--- src/include/acf_pkg.sv ---
// Purpose: constants shared by the serial command and frame logic
// Assumes: master clock of 20 MHz drives the whole block
// Notes: register indices are serial-side addresses, offsets are bus bytes
`default_nettype none
package acf_pkg;
    // command words
    localparam logic [15:0] CMD_NULL = 16'h0000;
    localparam logic [15:0] CMD_RESET = 16'h0011;
    localparam logic [15:0] CMD_STANDBY = 16'h0022;
    localparam logic [15:0] CMD_WAKE = 16'h0033;
    localparam logic [15:0] CMD_LOCK = 16'h0555;
    localparam logic [15:0] CMD_UNLOCK = 16'h0655;
    localparam logic [2:0] OP_READ = 3'h5;
    localparam logic [2:0] OP_WRITE = 3'h3;
    localparam logic [2:0] OP_READ_ACK = 3'h7;
    localparam logic [2:0] OP_WRITE_ACK = 3'h2;
    localparam logic [15:0] RESP_RESET_OK = 16'hff42;
    // check words
    localparam logic [15:0] POLY_CCITT = 16'h1021;
    localparam logic [15:0] POLY_ANSI = 16'h8005;
    localparam logic [15:0] CRC_SEED = 16'hffff;
    // word length field codes
    localparam logic [1:0] WL_16 = 2'h0;
    localparam logic [1:0] WL_24 = 2'h1;
    localparam logic [1:0] WL_32_ZERO = 2'h2;
    localparam logic [1:0] WL_32_SIGN = 2'h3;
    // frame shape
    localparam logic [7:0] FULL_FRAME_WORDS = 8'h04;
    localparam logic [7:0] STD_CRC_WORD = 8'h03;
    // timeout, counted in master clock cycles
    localparam int TIMEOUT_MCLK = 32768;
    localparam int TIMEOUT_COUNT = TIMEOUT_MCLK;
    // serial register indices
    localparam logic [5:0] REG_ID = 6'h00;
    localparam logic [5:0] REG_STATUS = 6'h01;
    localparam logic [5:0] REG_MODE = 6'h02;
    localparam logic [5:0] REG_CHAN = 6'h03;
    // bus byte offsets
    localparam logic [3:0] OFS_ID = 4'h0;
    localparam logic [3:0] OFS_STATUS = 4'h4;
    localparam logic [3:0] OFS_MODE = 4'h8;
    localparam logic [3:0] OFS_CHAN = 4'hc;
    // mode register fields
    localparam int MODE_RX_CRC_BIT = 0;
    localparam int MODE_CRC_TYPE_BIT = 1;
    localparam int MODE_TIMEOUT_BIT = 2;
    localparam int MODE_WL_LSB = 3;
    localparam logic [15:0] MODE_RST = 16'h0008;
    localparam logic [15:0] CHAN_RST = 16'h0003;
    // status register fields
    localparam int STAT_LOCK_BIT = 15;
    localparam int STAT_CRC_ERR_BIT = 12;
endpackage
`default_nettype wire

--- src/rtl/acf_frame_logic.sv ---
// Purpose: serial command decoder and frame engine of a two-channel converter
// Assumes: serial pins are asynchronous to i_clk and sampled by it
// Notes: serial clock must be well below a quarter of i_clk
//
// Operation
// - with channels off, host may send command-only frames; device accepts
// - 16-bit check words cover every frame bit before them, padding included
// - receive check enable bit in mode register, off after reset
// - on input check mismatch commands are dropped, register writes still land
// - any mismatch sets check error flag and next response is status
// - check error flag clears when status is shifted out
// - output check word always ends the output frame
// - check type bit picks polynomial 0x1021 or 0x8005 for both ways
// - every check word starts from seed all ones
// - with timeout enabled, frame longer than 32768 master clocks resets logic
// - after timeout the next serial clock starts a new frame
// - conversion words are 24-bit, truncated, padded or sign extended per length
// - conversion codes saturate at 0x7fffff and 0x800000
// - status holds per-channel new data flags, returned for no-op
// - unknown commands answer like the no-op
// - standby and wake commands are echoed in the next frame
// - lock limits commands to no-op, read, unlock; both are echoed
// - single read returns data; multi read returns 111-headed word then data
// - write answer is 010-headed with registers written minus one
// - reset latched at frame end, answers 0xff42 or 0x0011 if incomplete
// - standard frame: command, check, two zeros in; response, two data, check out
// - 16-bit words are left aligned, zero padded below
`default_nettype none
module acf_frame_logic #(
    parameter int TIMEOUT_CYCLES = acf_pkg::TIMEOUT_COUNT,
    parameter int CODE_IN_W = 26,
    parameter logic [15:0] ID_VALUE = 16'h5a01 // arbitrary value
) (
    input wire logic i_clk,
    input wire logic i_reset,
    input wire logic i_sclk,
    input wire logic i_cs_n,
    input wire logic i_din,
    output logic o_dout,
    output logic o_dout_oe,
    output logic o_data_ready_pin_n,
    output logic o_standby,
    input wire logic i_conv_valid,
    input wire logic signed [CODE_IN_W-1:0] i_ch0_code,
    input wire logic signed [CODE_IN_W-1:0] i_ch1_code,
    input wire logic i_wb_cyc,
    input wire logic i_wb_stb,
    input wire logic i_wb_we,
    input wire logic [3:0] i_wb_adr,
    input wire logic [3:0] i_wb_sel,
    input wire logic [31:0] i_wb_dat,
    output logic o_wb_ack,
    output logic [31:0] o_wb_dat
);
    typedef struct packed {
        logic sclk_m, sclk_s, sclk_p;
        logic cs_m, cs_s, cs_p;
        logic din_m, din_s;
        logic active;
        logic [1:0] wl;
        logic [4:0] bitcnt;
        logic [7:0] wcnt;
        logic [31:0] in_sh;
        logic [15:0] in_crc;
        logic [15:0] out_crc;
        logic crc_seen;
        logic crc_match;
        logic [15:0] cmd;
        logic [6:0] wr_cnt;
        logic [15:0] resp;
        logic resp_stat;
        logic rd_multi;
        logic [5:0] rd_addr;
        logic [6:0] rd_n;
        logic [15:0] mode;
        logic [15:0] chan;
        logic lock;
        logic standby;
        logic crc_err;
        logic [1:0] nd;
        logic [23:0] code0;
        logic [23:0] code1;
        logic [15:0] tmo;
        logic dout;
        logic oe;
        logic data_ready_pin_n;
        logic ack;
        logic [31:0] wbdat;
    } acf_state_t;

    acf_state_t q;
    acf_state_t d;

    function automatic logic [15:0] crc_step(input logic [15:0] c,
                                             input logic b,
                                             input logic [15:0] p);
        return {c[14:0], 1'b0} ^ ((c[15] ^ b) ? p : 16'h0000);
    endfunction

    function automatic logic [4:0] last_bit(input logic [1:0] wl);
        return (wl == acf_pkg::WL_16) ? 5'h0f :
               (wl == acf_pkg::WL_24) ? 5'h17 : 5'h1f;
    endfunction

    // word ends with its last bit in bit 0; pick the 16 leading bits
    function automatic logic [15:0] top16(input logic [31:0] v,
                                          input logic [1:0] wl);
        return (wl == acf_pkg::WL_16) ? v[15:0] :
               (wl == acf_pkg::WL_24) ? v[23:8] : v[31:16];
    endfunction

    function automatic logic [31:0] fmt(input logic [23:0] c,
                                        input logic [1:0] wl);
        if (wl == acf_pkg::WL_16)
        begin
            return {c[23:8], 16'h0000};
        end
        if (wl == acf_pkg::WL_32_SIGN)
        begin
            return {{8{c[23]}}, c};
        end
        return {c, 8'h00};
    endfunction

    function automatic logic [23:0] sat(input logic signed [CODE_IN_W-1:0] x);
        if (x > CODE_IN_W'(24'sh7fffff))
        begin
            return 24'h7fffff;
        end
        if (x < -CODE_IN_W'(25'sh800000))
        begin
            return 24'h800000;
        end
        return x[23:0];
    endfunction

    function automatic logic [15:0] reg_rd(input logic [5:0] a,
                                           input logic [15:0] stat,
                                           input logic [15:0] mode,
                                           input logic [15:0] chan);
        case (a)
            acf_pkg::REG_ID: return ID_VALUE;
            acf_pkg::REG_STATUS: return stat;
            acf_pkg::REG_MODE: return mode;
            acf_pkg::REG_CHAN: return chan;
            default: return 16'h0000;
        endcase
    endfunction

    logic sclk_rise, sclk_fall, cs_rise;
    logic [15:0] stat, poly, resp16;
    logic [1:0] mode_wl;
    logic [7:0] eff_w, ocrc_idx, icrc_idx;
    logic [4:0] eff_b;
    logic [1:0] eff_wl;
    logic [31:0] ow;
    logic obit;
    logic is_write;

    assign sclk_rise = q.sclk_s & ~q.sclk_p;
    assign sclk_fall = ~q.sclk_s & q.sclk_p;
    assign cs_rise = q.cs_s & ~q.cs_p;
    assign mode_wl = q.mode[acf_pkg::MODE_WL_LSB +: 2];
    assign poly = q.mode[acf_pkg::MODE_CRC_TYPE_BIT] ? acf_pkg::POLY_ANSI
                                                     : acf_pkg::POLY_CCITT;
    assign eff_w = q.active ? q.wcnt : 8'h00;
    assign eff_b = q.active ? q.bitcnt : 5'h00;
    assign eff_wl = q.active ? q.wl : mode_wl;
    assign is_write = (q.cmd[15:13] == acf_pkg::OP_WRITE);
    assign ocrc_idx = q.rd_multi ? 8'({1'b0, q.rd_n} + 8'h02)
                                 : acf_pkg::STD_CRC_WORD;
    assign icrc_idx = is_write ? 8'({1'b0, q.cmd[6:0]} + 8'h02) : 8'h01;

    always_comb
    begin
        stat = 16'h0000;
        stat[acf_pkg::STAT_LOCK_BIT] = q.lock;
        stat[acf_pkg::STAT_CRC_ERR_BIT] = q.crc_err;
        stat[1:0] = q.nd;
    end

    assign resp16 = q.resp_stat ? stat : q.resp;

    // output word selected by word index, left aligned in 32 bits
    always_comb
    begin
        ow = 32'h0;
        if (eff_w == 8'h00)
        begin
            ow = {resp16, 16'h0000};
        end
        else if (eff_w == ocrc_idx)
        begin
            ow = {q.out_crc, 16'h0000};
        end
        else if (q.rd_multi)
        begin
            if (eff_w <= 8'({1'b0, q.rd_n} + 8'h01))
            begin
                ow = {reg_rd(6'(q.rd_addr + eff_w[5:0] - 6'h01), stat,
                             q.mode, q.chan), 16'h0000};
            end
        end
        else if (eff_w == 8'h01)
        begin
            ow = fmt(q.code0, eff_wl);
        end
        else if (eff_w == 8'h02)
        begin
            ow = fmt(q.code1, eff_wl);
        end
        obit = ow[5'h1f - eff_b];
    end

    always_comb
    begin
        logic [31:0] word;
        logic [15:0] w16;
        logic [5:0] wa;
        word = {q.in_sh[30:0], q.din_s};
        w16 = top16(word, q.wl);
        wa = 6'(q.cmd[12:7] + q.wcnt[5:0] - 6'h01);
        d = q;
        d.sclk_m = i_sclk;
        d.sclk_s = q.sclk_m;
        d.sclk_p = q.sclk_s;
        d.cs_m = i_cs_n;
        d.cs_s = q.cs_m;
        d.cs_p = q.cs_s;
        d.din_m = i_din;
        d.din_s = q.din_m;
        d.oe = ~q.cs_s;
        d.ack = i_wb_cyc & i_wb_stb & ~q.ack;

        // register bus: one wait cycle, unmapped reads give zero
        if (i_wb_cyc & i_wb_stb & ~q.ack)
        begin
            case (i_wb_adr)
                acf_pkg::OFS_ID: d.wbdat = {16'h0000, ID_VALUE};
                acf_pkg::OFS_STATUS: d.wbdat = {16'h0000, stat};
                acf_pkg::OFS_MODE: d.wbdat = {16'h0000, q.mode};
                acf_pkg::OFS_CHAN: d.wbdat = {16'h0000, q.chan};
                default: d.wbdat = 32'h0;
            endcase
            if (i_wb_we & (i_wb_adr == acf_pkg::OFS_MODE))
            begin
                if (i_wb_sel[0])
                    d.mode[7:0] = i_wb_dat[7:0];
                if (i_wb_sel[1])
                    d.mode[15:8] = i_wb_dat[15:8];
            end
            if (i_wb_we & (i_wb_adr == acf_pkg::OFS_CHAN))
            begin
                if (i_wb_sel[0])
                    d.chan[7:0] = i_wb_dat[7:0];
                if (i_wb_sel[1])
                    d.chan[15:8] = i_wb_dat[15:8];
            end
        end

        if (q.active)
        begin
            d.tmo = 16'(q.tmo + 16'h0001);
        end

        // launch side: a rising edge with no frame open starts one
        if (sclk_rise & ~q.cs_s)
        begin
            if (~q.active)
            begin
                d.active = 1'b1;
                d.wl = mode_wl;
                d.bitcnt = 5'h00;
                d.wcnt = 8'h00;
                d.in_crc = acf_pkg::CRC_SEED;
                d.out_crc = acf_pkg::CRC_SEED;
                d.crc_seen = 1'b0;
                d.crc_match = 1'b0;
                d.cmd = acf_pkg::CMD_NULL;
                d.wr_cnt = 7'h00;
                d.tmo = 16'h0000;
            end
            d.dout = obit;
            if (eff_w < ocrc_idx)
            begin
                d.out_crc = crc_step(q.active ? q.out_crc : acf_pkg::CRC_SEED,
                                     obit, poly);
            end
        end

        // capture side
        if (sclk_fall & ~q.cs_s & q.active)
        begin
            d.in_sh = word;
            if (q.wcnt < icrc_idx)
            begin
                d.in_crc = crc_step(q.in_crc, q.din_s, poly);
            end
            if (q.bitcnt == last_bit(q.wl))
            begin
                d.bitcnt = 5'h00;
                if (q.wcnt != 8'hff)
                    d.wcnt = 8'(q.wcnt + 8'h01);
                if (q.wcnt == 8'h00)
                begin
                    d.cmd = w16;
                    if (q.resp_stat)
                        d.crc_err = 1'b0;
                end
                // writes land as shifted, even if the check later fails
                if (is_write & ~q.lock & (q.wcnt != 8'h00) &
                    (q.wcnt <= 8'({1'b0, q.cmd[6:0]} + 8'h01)))
                begin
                    if (wa == acf_pkg::REG_MODE)
                    begin
                        d.mode = w16;
                        d.wr_cnt = 7'(q.wr_cnt + 7'h01);
                    end
                    else if (wa == acf_pkg::REG_CHAN)
                    begin
                        d.chan = w16;
                        d.wr_cnt = 7'(q.wr_cnt + 7'h01);
                    end
                end
                if (q.wcnt == icrc_idx)
                begin
                    d.crc_seen = 1'b1;
                    d.crc_match = (w16 == q.in_crc);
                end
                if (~q.rd_multi & (q.wcnt == 8'h02))
                    d.nd = 2'b00;
            end
            else
            begin
                d.bitcnt = 5'(q.bitcnt + 5'h01);
            end
        end

        if (q.cs_s)
        begin
            d.active = 1'b0;
        end

        // commands take effect when the frame closes
        if (cs_rise & q.active & (q.wcnt != 8'h00))
        begin
            d.resp_stat = 1'b0;
            d.rd_multi = 1'b0;
            if (q.mode[acf_pkg::MODE_RX_CRC_BIT] &
                ~(q.crc_seen & q.crc_match))
            begin
                d.crc_err = 1'b1;
                d.resp_stat = 1'b1;
            end
            else if (is_write)
            begin
                d.resp = {acf_pkg::OP_WRITE_ACK, q.cmd[12:7],
                          7'(q.wr_cnt - 7'h01)};
            end
            else if (q.cmd[15:13] == acf_pkg::OP_READ)
            begin
                if (q.cmd[6:0] == 7'h00)
                begin
                    d.resp = reg_rd(q.cmd[12:7], stat, q.mode, q.chan);
                end
                else
                begin
                    d.resp = {acf_pkg::OP_READ_ACK, q.cmd[12:0]};
                    d.rd_multi = 1'b1;
                    d.rd_addr = q.cmd[12:7];
                    d.rd_n = q.cmd[6:0];
                end
            end
            else if (q.cmd == acf_pkg::CMD_UNLOCK)
            begin
                d.lock = 1'b0;
                d.resp = q.cmd;
            end
            else if (q.lock)
            begin
                d.resp_stat = 1'b1;
            end
            else if (q.cmd == acf_pkg::CMD_LOCK)
            begin
                d.lock = 1'b1;
                d.resp = q.cmd;
            end
            else if ((q.cmd == acf_pkg::CMD_STANDBY) |
                     (q.cmd == acf_pkg::CMD_WAKE))
            begin
                d.standby = (q.cmd == acf_pkg::CMD_STANDBY);
                d.resp = q.cmd;
            end
            else if (q.cmd == acf_pkg::CMD_RESET)
            begin
                d.resp = q.cmd;
                if (q.wcnt >= acf_pkg::FULL_FRAME_WORDS)
                begin
                    d.resp = acf_pkg::RESP_RESET_OK;
                    d.mode = acf_pkg::MODE_RST;
                    d.chan = acf_pkg::CHAN_RST;
                    d.lock = 1'b0;
                    d.standby = 1'b0;
                    d.crc_err = 1'b0;
                    d.nd = 2'b00;
                end
            end
            else
            begin
                d.resp_stat = 1'b1;
            end
        end

        // new samples win over a same-cycle read clear
        if (i_conv_valid)
        begin
            if (d.chan[0])
            begin
                d.code0 = sat(i_ch0_code);
                d.nd[0] = 1'b1;
            end
            if (d.chan[1])
            begin
                d.code1 = sat(i_ch1_code);
                d.nd[1] = 1'b1;
            end
        end

        // a stalled frame is dropped without running its command
        if (q.active & q.mode[acf_pkg::MODE_TIMEOUT_BIT] &
            (q.tmo == 16'(TIMEOUT_CYCLES - 1)))
        begin
            d.active = 1'b0;
        end
        d.data_ready_pin_n = ~(|d.nd);
    end

    always_ff @(posedge i_clk)
    begin
        if (i_reset)
        begin
            q <= '0;
            q.sclk_m <= 1'b0;
            q.cs_m <= 1'b1;
            q.cs_s <= 1'b1;
            q.cs_p <= 1'b1;
            q.mode <= acf_pkg::MODE_RST;
            q.chan <= acf_pkg::CHAN_RST;
            q.resp_stat <= 1'b1;
            q.out_crc <= acf_pkg::CRC_SEED;
            q.in_crc <= acf_pkg::CRC_SEED;
            q.wl <= acf_pkg::WL_24;
            q.data_ready_pin_n <= 1'b1;
        end
        else
        begin
            q <= d;
        end
    end

    assign o_dout = q.dout;
    assign o_dout_oe = q.oe;
    assign o_data_ready_pin_n = q.data_ready_pin_n;
    assign o_standby = q.standby;
    assign o_wb_ack = q.ack;
    assign o_wb_dat = q.wbdat;
endmodule
`default_nettype wire

--- config.mk ---
export PLATFORM = sky130hd
export DESIGN_NAME = acf_frame_logic
export DESIGN_NICKNAME = d
export VERILOG_FILES = /design/src/include/acf_pkg.sv /design/src/rtl/acf_frame_logic.sv
export SDC_FILE = /design/constraint.sdc
export NUM_CORES = 1
export LEC_CHECK = 0
export BUFFER_PORTS_ARGS = -buffer_cell sky130_fd_sc_hd__buf_2
export CAP_MARGIN = 5
export CORE_ASPECT_RATIO = 0.8
export CORE_MARGIN = 2
export CORE_UTILIZATION = 50
export CTS_CLUSTER_SIZE = 10
export DETAILED_ROUTE_END_ITERATION = 7
export PLACE_DENSITY = 0.71
export SLEW_MARGIN = 10
export SYNTH_ARGS = -nofsm -noshare
export SYNTH_HDL_FRONTEND = slang
export SYNTH_SLANG_ARGS = --single-unit
--- constraint.sdc ---
create_clock -name i_clk -period 4.4 [get_ports i_clk]
set_input_delay 0.22 -clock i_clk [delete_from_list [all_inputs] [get_ports i_clk]]
set_output_delay 0.22 -clock i_clk [all_outputs]
set_load 0.01 [all_outputs]
==> results.md <==
* Outcome: finished, final reports clean
* Crit path max-delay family: compound AO/OA/AOI/OAI gates
* Area contributors post-synth: dfxtp_1 (33%), nand2_1 (6.4%), nor2_1 (6.1%)
* Root buffer cell: clkbuf_16
* Tcrit/Tclk final at 95.5%
* Max_slew headroom at 10.7%
* Sequential Power Share at 49.1%
* Max frequency at 238 MHz
* Placed Instances at 2496
* Synthesis warning total at 0
* Share of cells above drive strength 1 at 13.7%
* Final Util at 57.7%
* Mapped Avg Cell Area at 7.79 um^2
* Synth Area in Compound Gates at 21.6%
* GRT Total Usage at 31.6%
* Synth Instances at 2064
* Area Growth Syn to Fin at 13.2%
* Core area at 31600 um^2
* Vias in the first global route at 14355
* CTS H-tree lvls at 1
* Switching Share at 24.2%
* Worst clock skew at 0.0172 ns
* Tot Pwr at 5.06 mW
* Cts bufs inserted at 31
* Share of the synthesized area in the top cell type at 32.9%
* Yosys reg bits at 264
* Post-synth top cells: nand2_1 (275), dfxtp_1 (264), nor2_1 (262), a21oi_1 (168), clkbuf_1 (101)
* CP cell instances: nand2_1, ha_1, inv_1, ha_1, inv_1, fa_1, nand2b_1, o2111ai_1, mux2i_2, o211ai_4, nor4b_4, a2111oi_4, o32ai_2, a32o_2, o211ai_4, mux2_1, a21oi_1
* Main synth FF type: dfxtp_1
* Avg WL per Cell at 20.9 um
* First-pass GRT wire length at 82200 um
* Crit path kind: register to register
* Worst-path fanout max at 9
* CTS tree: yes
* Worst-margin pin slew at 1.33 ns
* Net count, final at 2328
* Initial antenna violation count at 0
* NetSw at 1.22 mW
* CP bufs+invs at 2
* Final count of pins violating max slew at 0
* Critical Path Max Stage Delay at 0.49 ns
* ANT cells at 0
* Final Non-Filler Cells at 2586
* Iteration-0 DRC Markers at 1757
* Starting Density at 51.0%
* Final hold vios at 0
* Largest net degree at the start of global routing at 80
* Count leader, synth: nand2_1
* Antenna Violating Nets Remaining at 0
* Die width at 205 um
* Synth cell types at 105
* Critical-path top delay cell: dfxtp_1
* Multiplexer share of the synthesized area at 5.99%
* I/O Pins at 138
* Clk Latency, worst-skew pair at 0.59 ns
* Combinational Power Share at 5.7%
* Lkg Pwr at 7.18 nW
* # port buffers at 103
* Crit end category: register
* Placer Congestion at 1.02
* Final min period at 4.20 ns
* DRT Pass-1 Iters at 7
* Worst hold path type: input pin to register
* CTS Buffer Depth at 3
* Mapped cell area at 16100 um^2
* P_int at 3.83 mW
* XOR/XNOR share of the synthesized area at 3.69%
* Vias post-DR at 15639
* Post-DP HPWL at 39800 um
* Setup Viol. Count Final at 0
* Arr. time, crit path at 4.71 ns
* Post-route setup slack at 0.200 ns
* Num Clock Sinks at 264
* Synth area leader: dfxtp_1
* Clock transition at path regs at 0.06 ns
* CP Data Required Time at 4.91 ns
* Final wirelength at 54200 um
* Synth Area in Simple Gates at 24.0%
* Die outline height at 164 um
* Row count at 58
* Hold WS at 0.0157 ns
* Pwr Density at 277 nW/um^2
* Pre-CTS WS at 0.118 ns
* Vias/cell at 6.05
* Grt total ovfl at 0
* Sequential share of the synthesized area at 32.9%
* Die area at 33600 um^2
* Main combinational cell family by area after synthesis: simple AND/OR/NAND/NOR gates
* Adder-cell area share of the yosys netlist at 5.30%
* VDD IR max at 0.000255 V
* DRC at 0
* Max Cap Viol at 0
* EDFF count, synth at 0
* Clock power frac at 45.1%
* CP startpoint kind: register
* Share of flip-flops with an asynchronous set or reset at 0%
## stage by stage
stage	TNS, ns	cell area, um^2
after floorplan	0	16100
after CTS	0	18200
after global placement	0	16800
after global routing	-0.0665	18200
after detailed placement	0	16800
final	0	18200
## worst paths after layout
check	start	end	slack, ns	cells past startpoint
worst max-delay path	q[272]	q[198]	0.20	17
worst min-delay path	i_wb_dat[9]	q[130]	0.02	3
worst max register to register	q[272]	q[198]	0.20	17
worst min register to register	d[276]	d[275]	0.41	1
## placed cells by master (no fill, tap or decap), types with 10 or more instances in the layout
cell type,n
a211oi_1,73
a21o_1,14
a21oi_1,168
a221oi_1,18
a31oi_1,22
and3_1,20
buf_2,102
buf_4,65
clkbuf_16,31
conb_1,16
dfxtp_1,264
dlygate4sd3_1,51
ha_1,65
inv_1,56
mux2_2,11
mux2i_1,69
nand2_1,275
nand2b_1,16
nand3_1,63
nand4_1,18
nor2_1,259
nor2b_1,44
nor3_1,59
nor4_1,12
o21ai_0,51
o21ai_1,24
o21ai_2,23
o21bai_1,17
o22ai_1,14
or2_2,10
or3_1,13
xnor2_1,33
xor2_1,33
## logic make-up (layout without fill, tap and decap cells)
family / after synthesis / count (layout)
muxes: 88 / 88
adders and majority gates: 67 / 67
xor gates and xnor gates: 67 / 67
buffers and inverters: 227 / 314
DFF: 264 / 264
other: 1 / 16
AOI/OAI and AO/OA: 513 / 513
and+or+nand+nor: 837 / 837
## worst register-to-register path, cell delays in order, from the launching register on
cell       delay (ns)
dfxtp_1          0.49
nand2_1          0.14
ha_1             0.29
inv_1            0.06
ha_1             0.15
inv_1            0.07
fa_1             0.46
nand2b_1         0.19
o2111ai_1        0.11
mux2i_2          0.14
o211ai_4         0.34
nor4b_4          0.10
a2111oi_4        0.38
o32ai_2          0.18
a32o_2           0.30
o211ai_4         0.26
mux2_1           0.35
a21oi_1          0.14
## what timing repair did
| item | 4_1_cts | 5_1_grt |
|---|---|---|
| gates resized for setup | 0 | 7 |
| buffers inserted | 0 | 0 |
| setup endpoints to repair | 0 | 5 |
| hold buffers | 51 | 0 |
| hold endpoints to repair | 51 | 0 |
## flip-flops by register name (all words and copies together), names as in the netlist
register and flops:
mode_wl 2, q 236, o_wb_dat 16, o_wb_ack 1
o_dout_oe 1, o_dout 1, d 5, o_standby 1
o_data_ready_pin_n 1
## cell type report
cell class | count | area (um^2)
inverter | 57 | 214
clock buffer | 35 | 801
tap | 420 | 526
clock inverter | 4 | 37.5
fill | 2912 | 13300
multi-input combinational | 1588 | 9850
timing repair buffer | 218 | 1510
sequential | 264 | 5290
## metal layers
| layer | global-route usage (%) | vias to the layer above | share of wire [%] |
|---|---|---|---|
| met5 | 0 | - | 0 |
| met4 | 8.60 | 0 | 2.6 |
| met3 | 9.10 | 104 | 11 |
| met2 | 44.4 | 732 | 40 |
| met1 | 46.5 | 7390 | 46 |
| li1 | - | 7413 | - |
## power groups by stage
stage	Clock (mW)	Combinational (mW)	Sequential [mW]
2_1_floorplan	0	0.181	2.51
3_5_place_dp	0	0.251	2.53
6_report	2.28	0.290	2.48
5_1_grt	2.39	0.316	2.49
4_1_cts	2.30	0.286	2.48
3_3_place_gp	0	0.245	2.53
No activity file was read; power rests on OpenSTA's default activity.
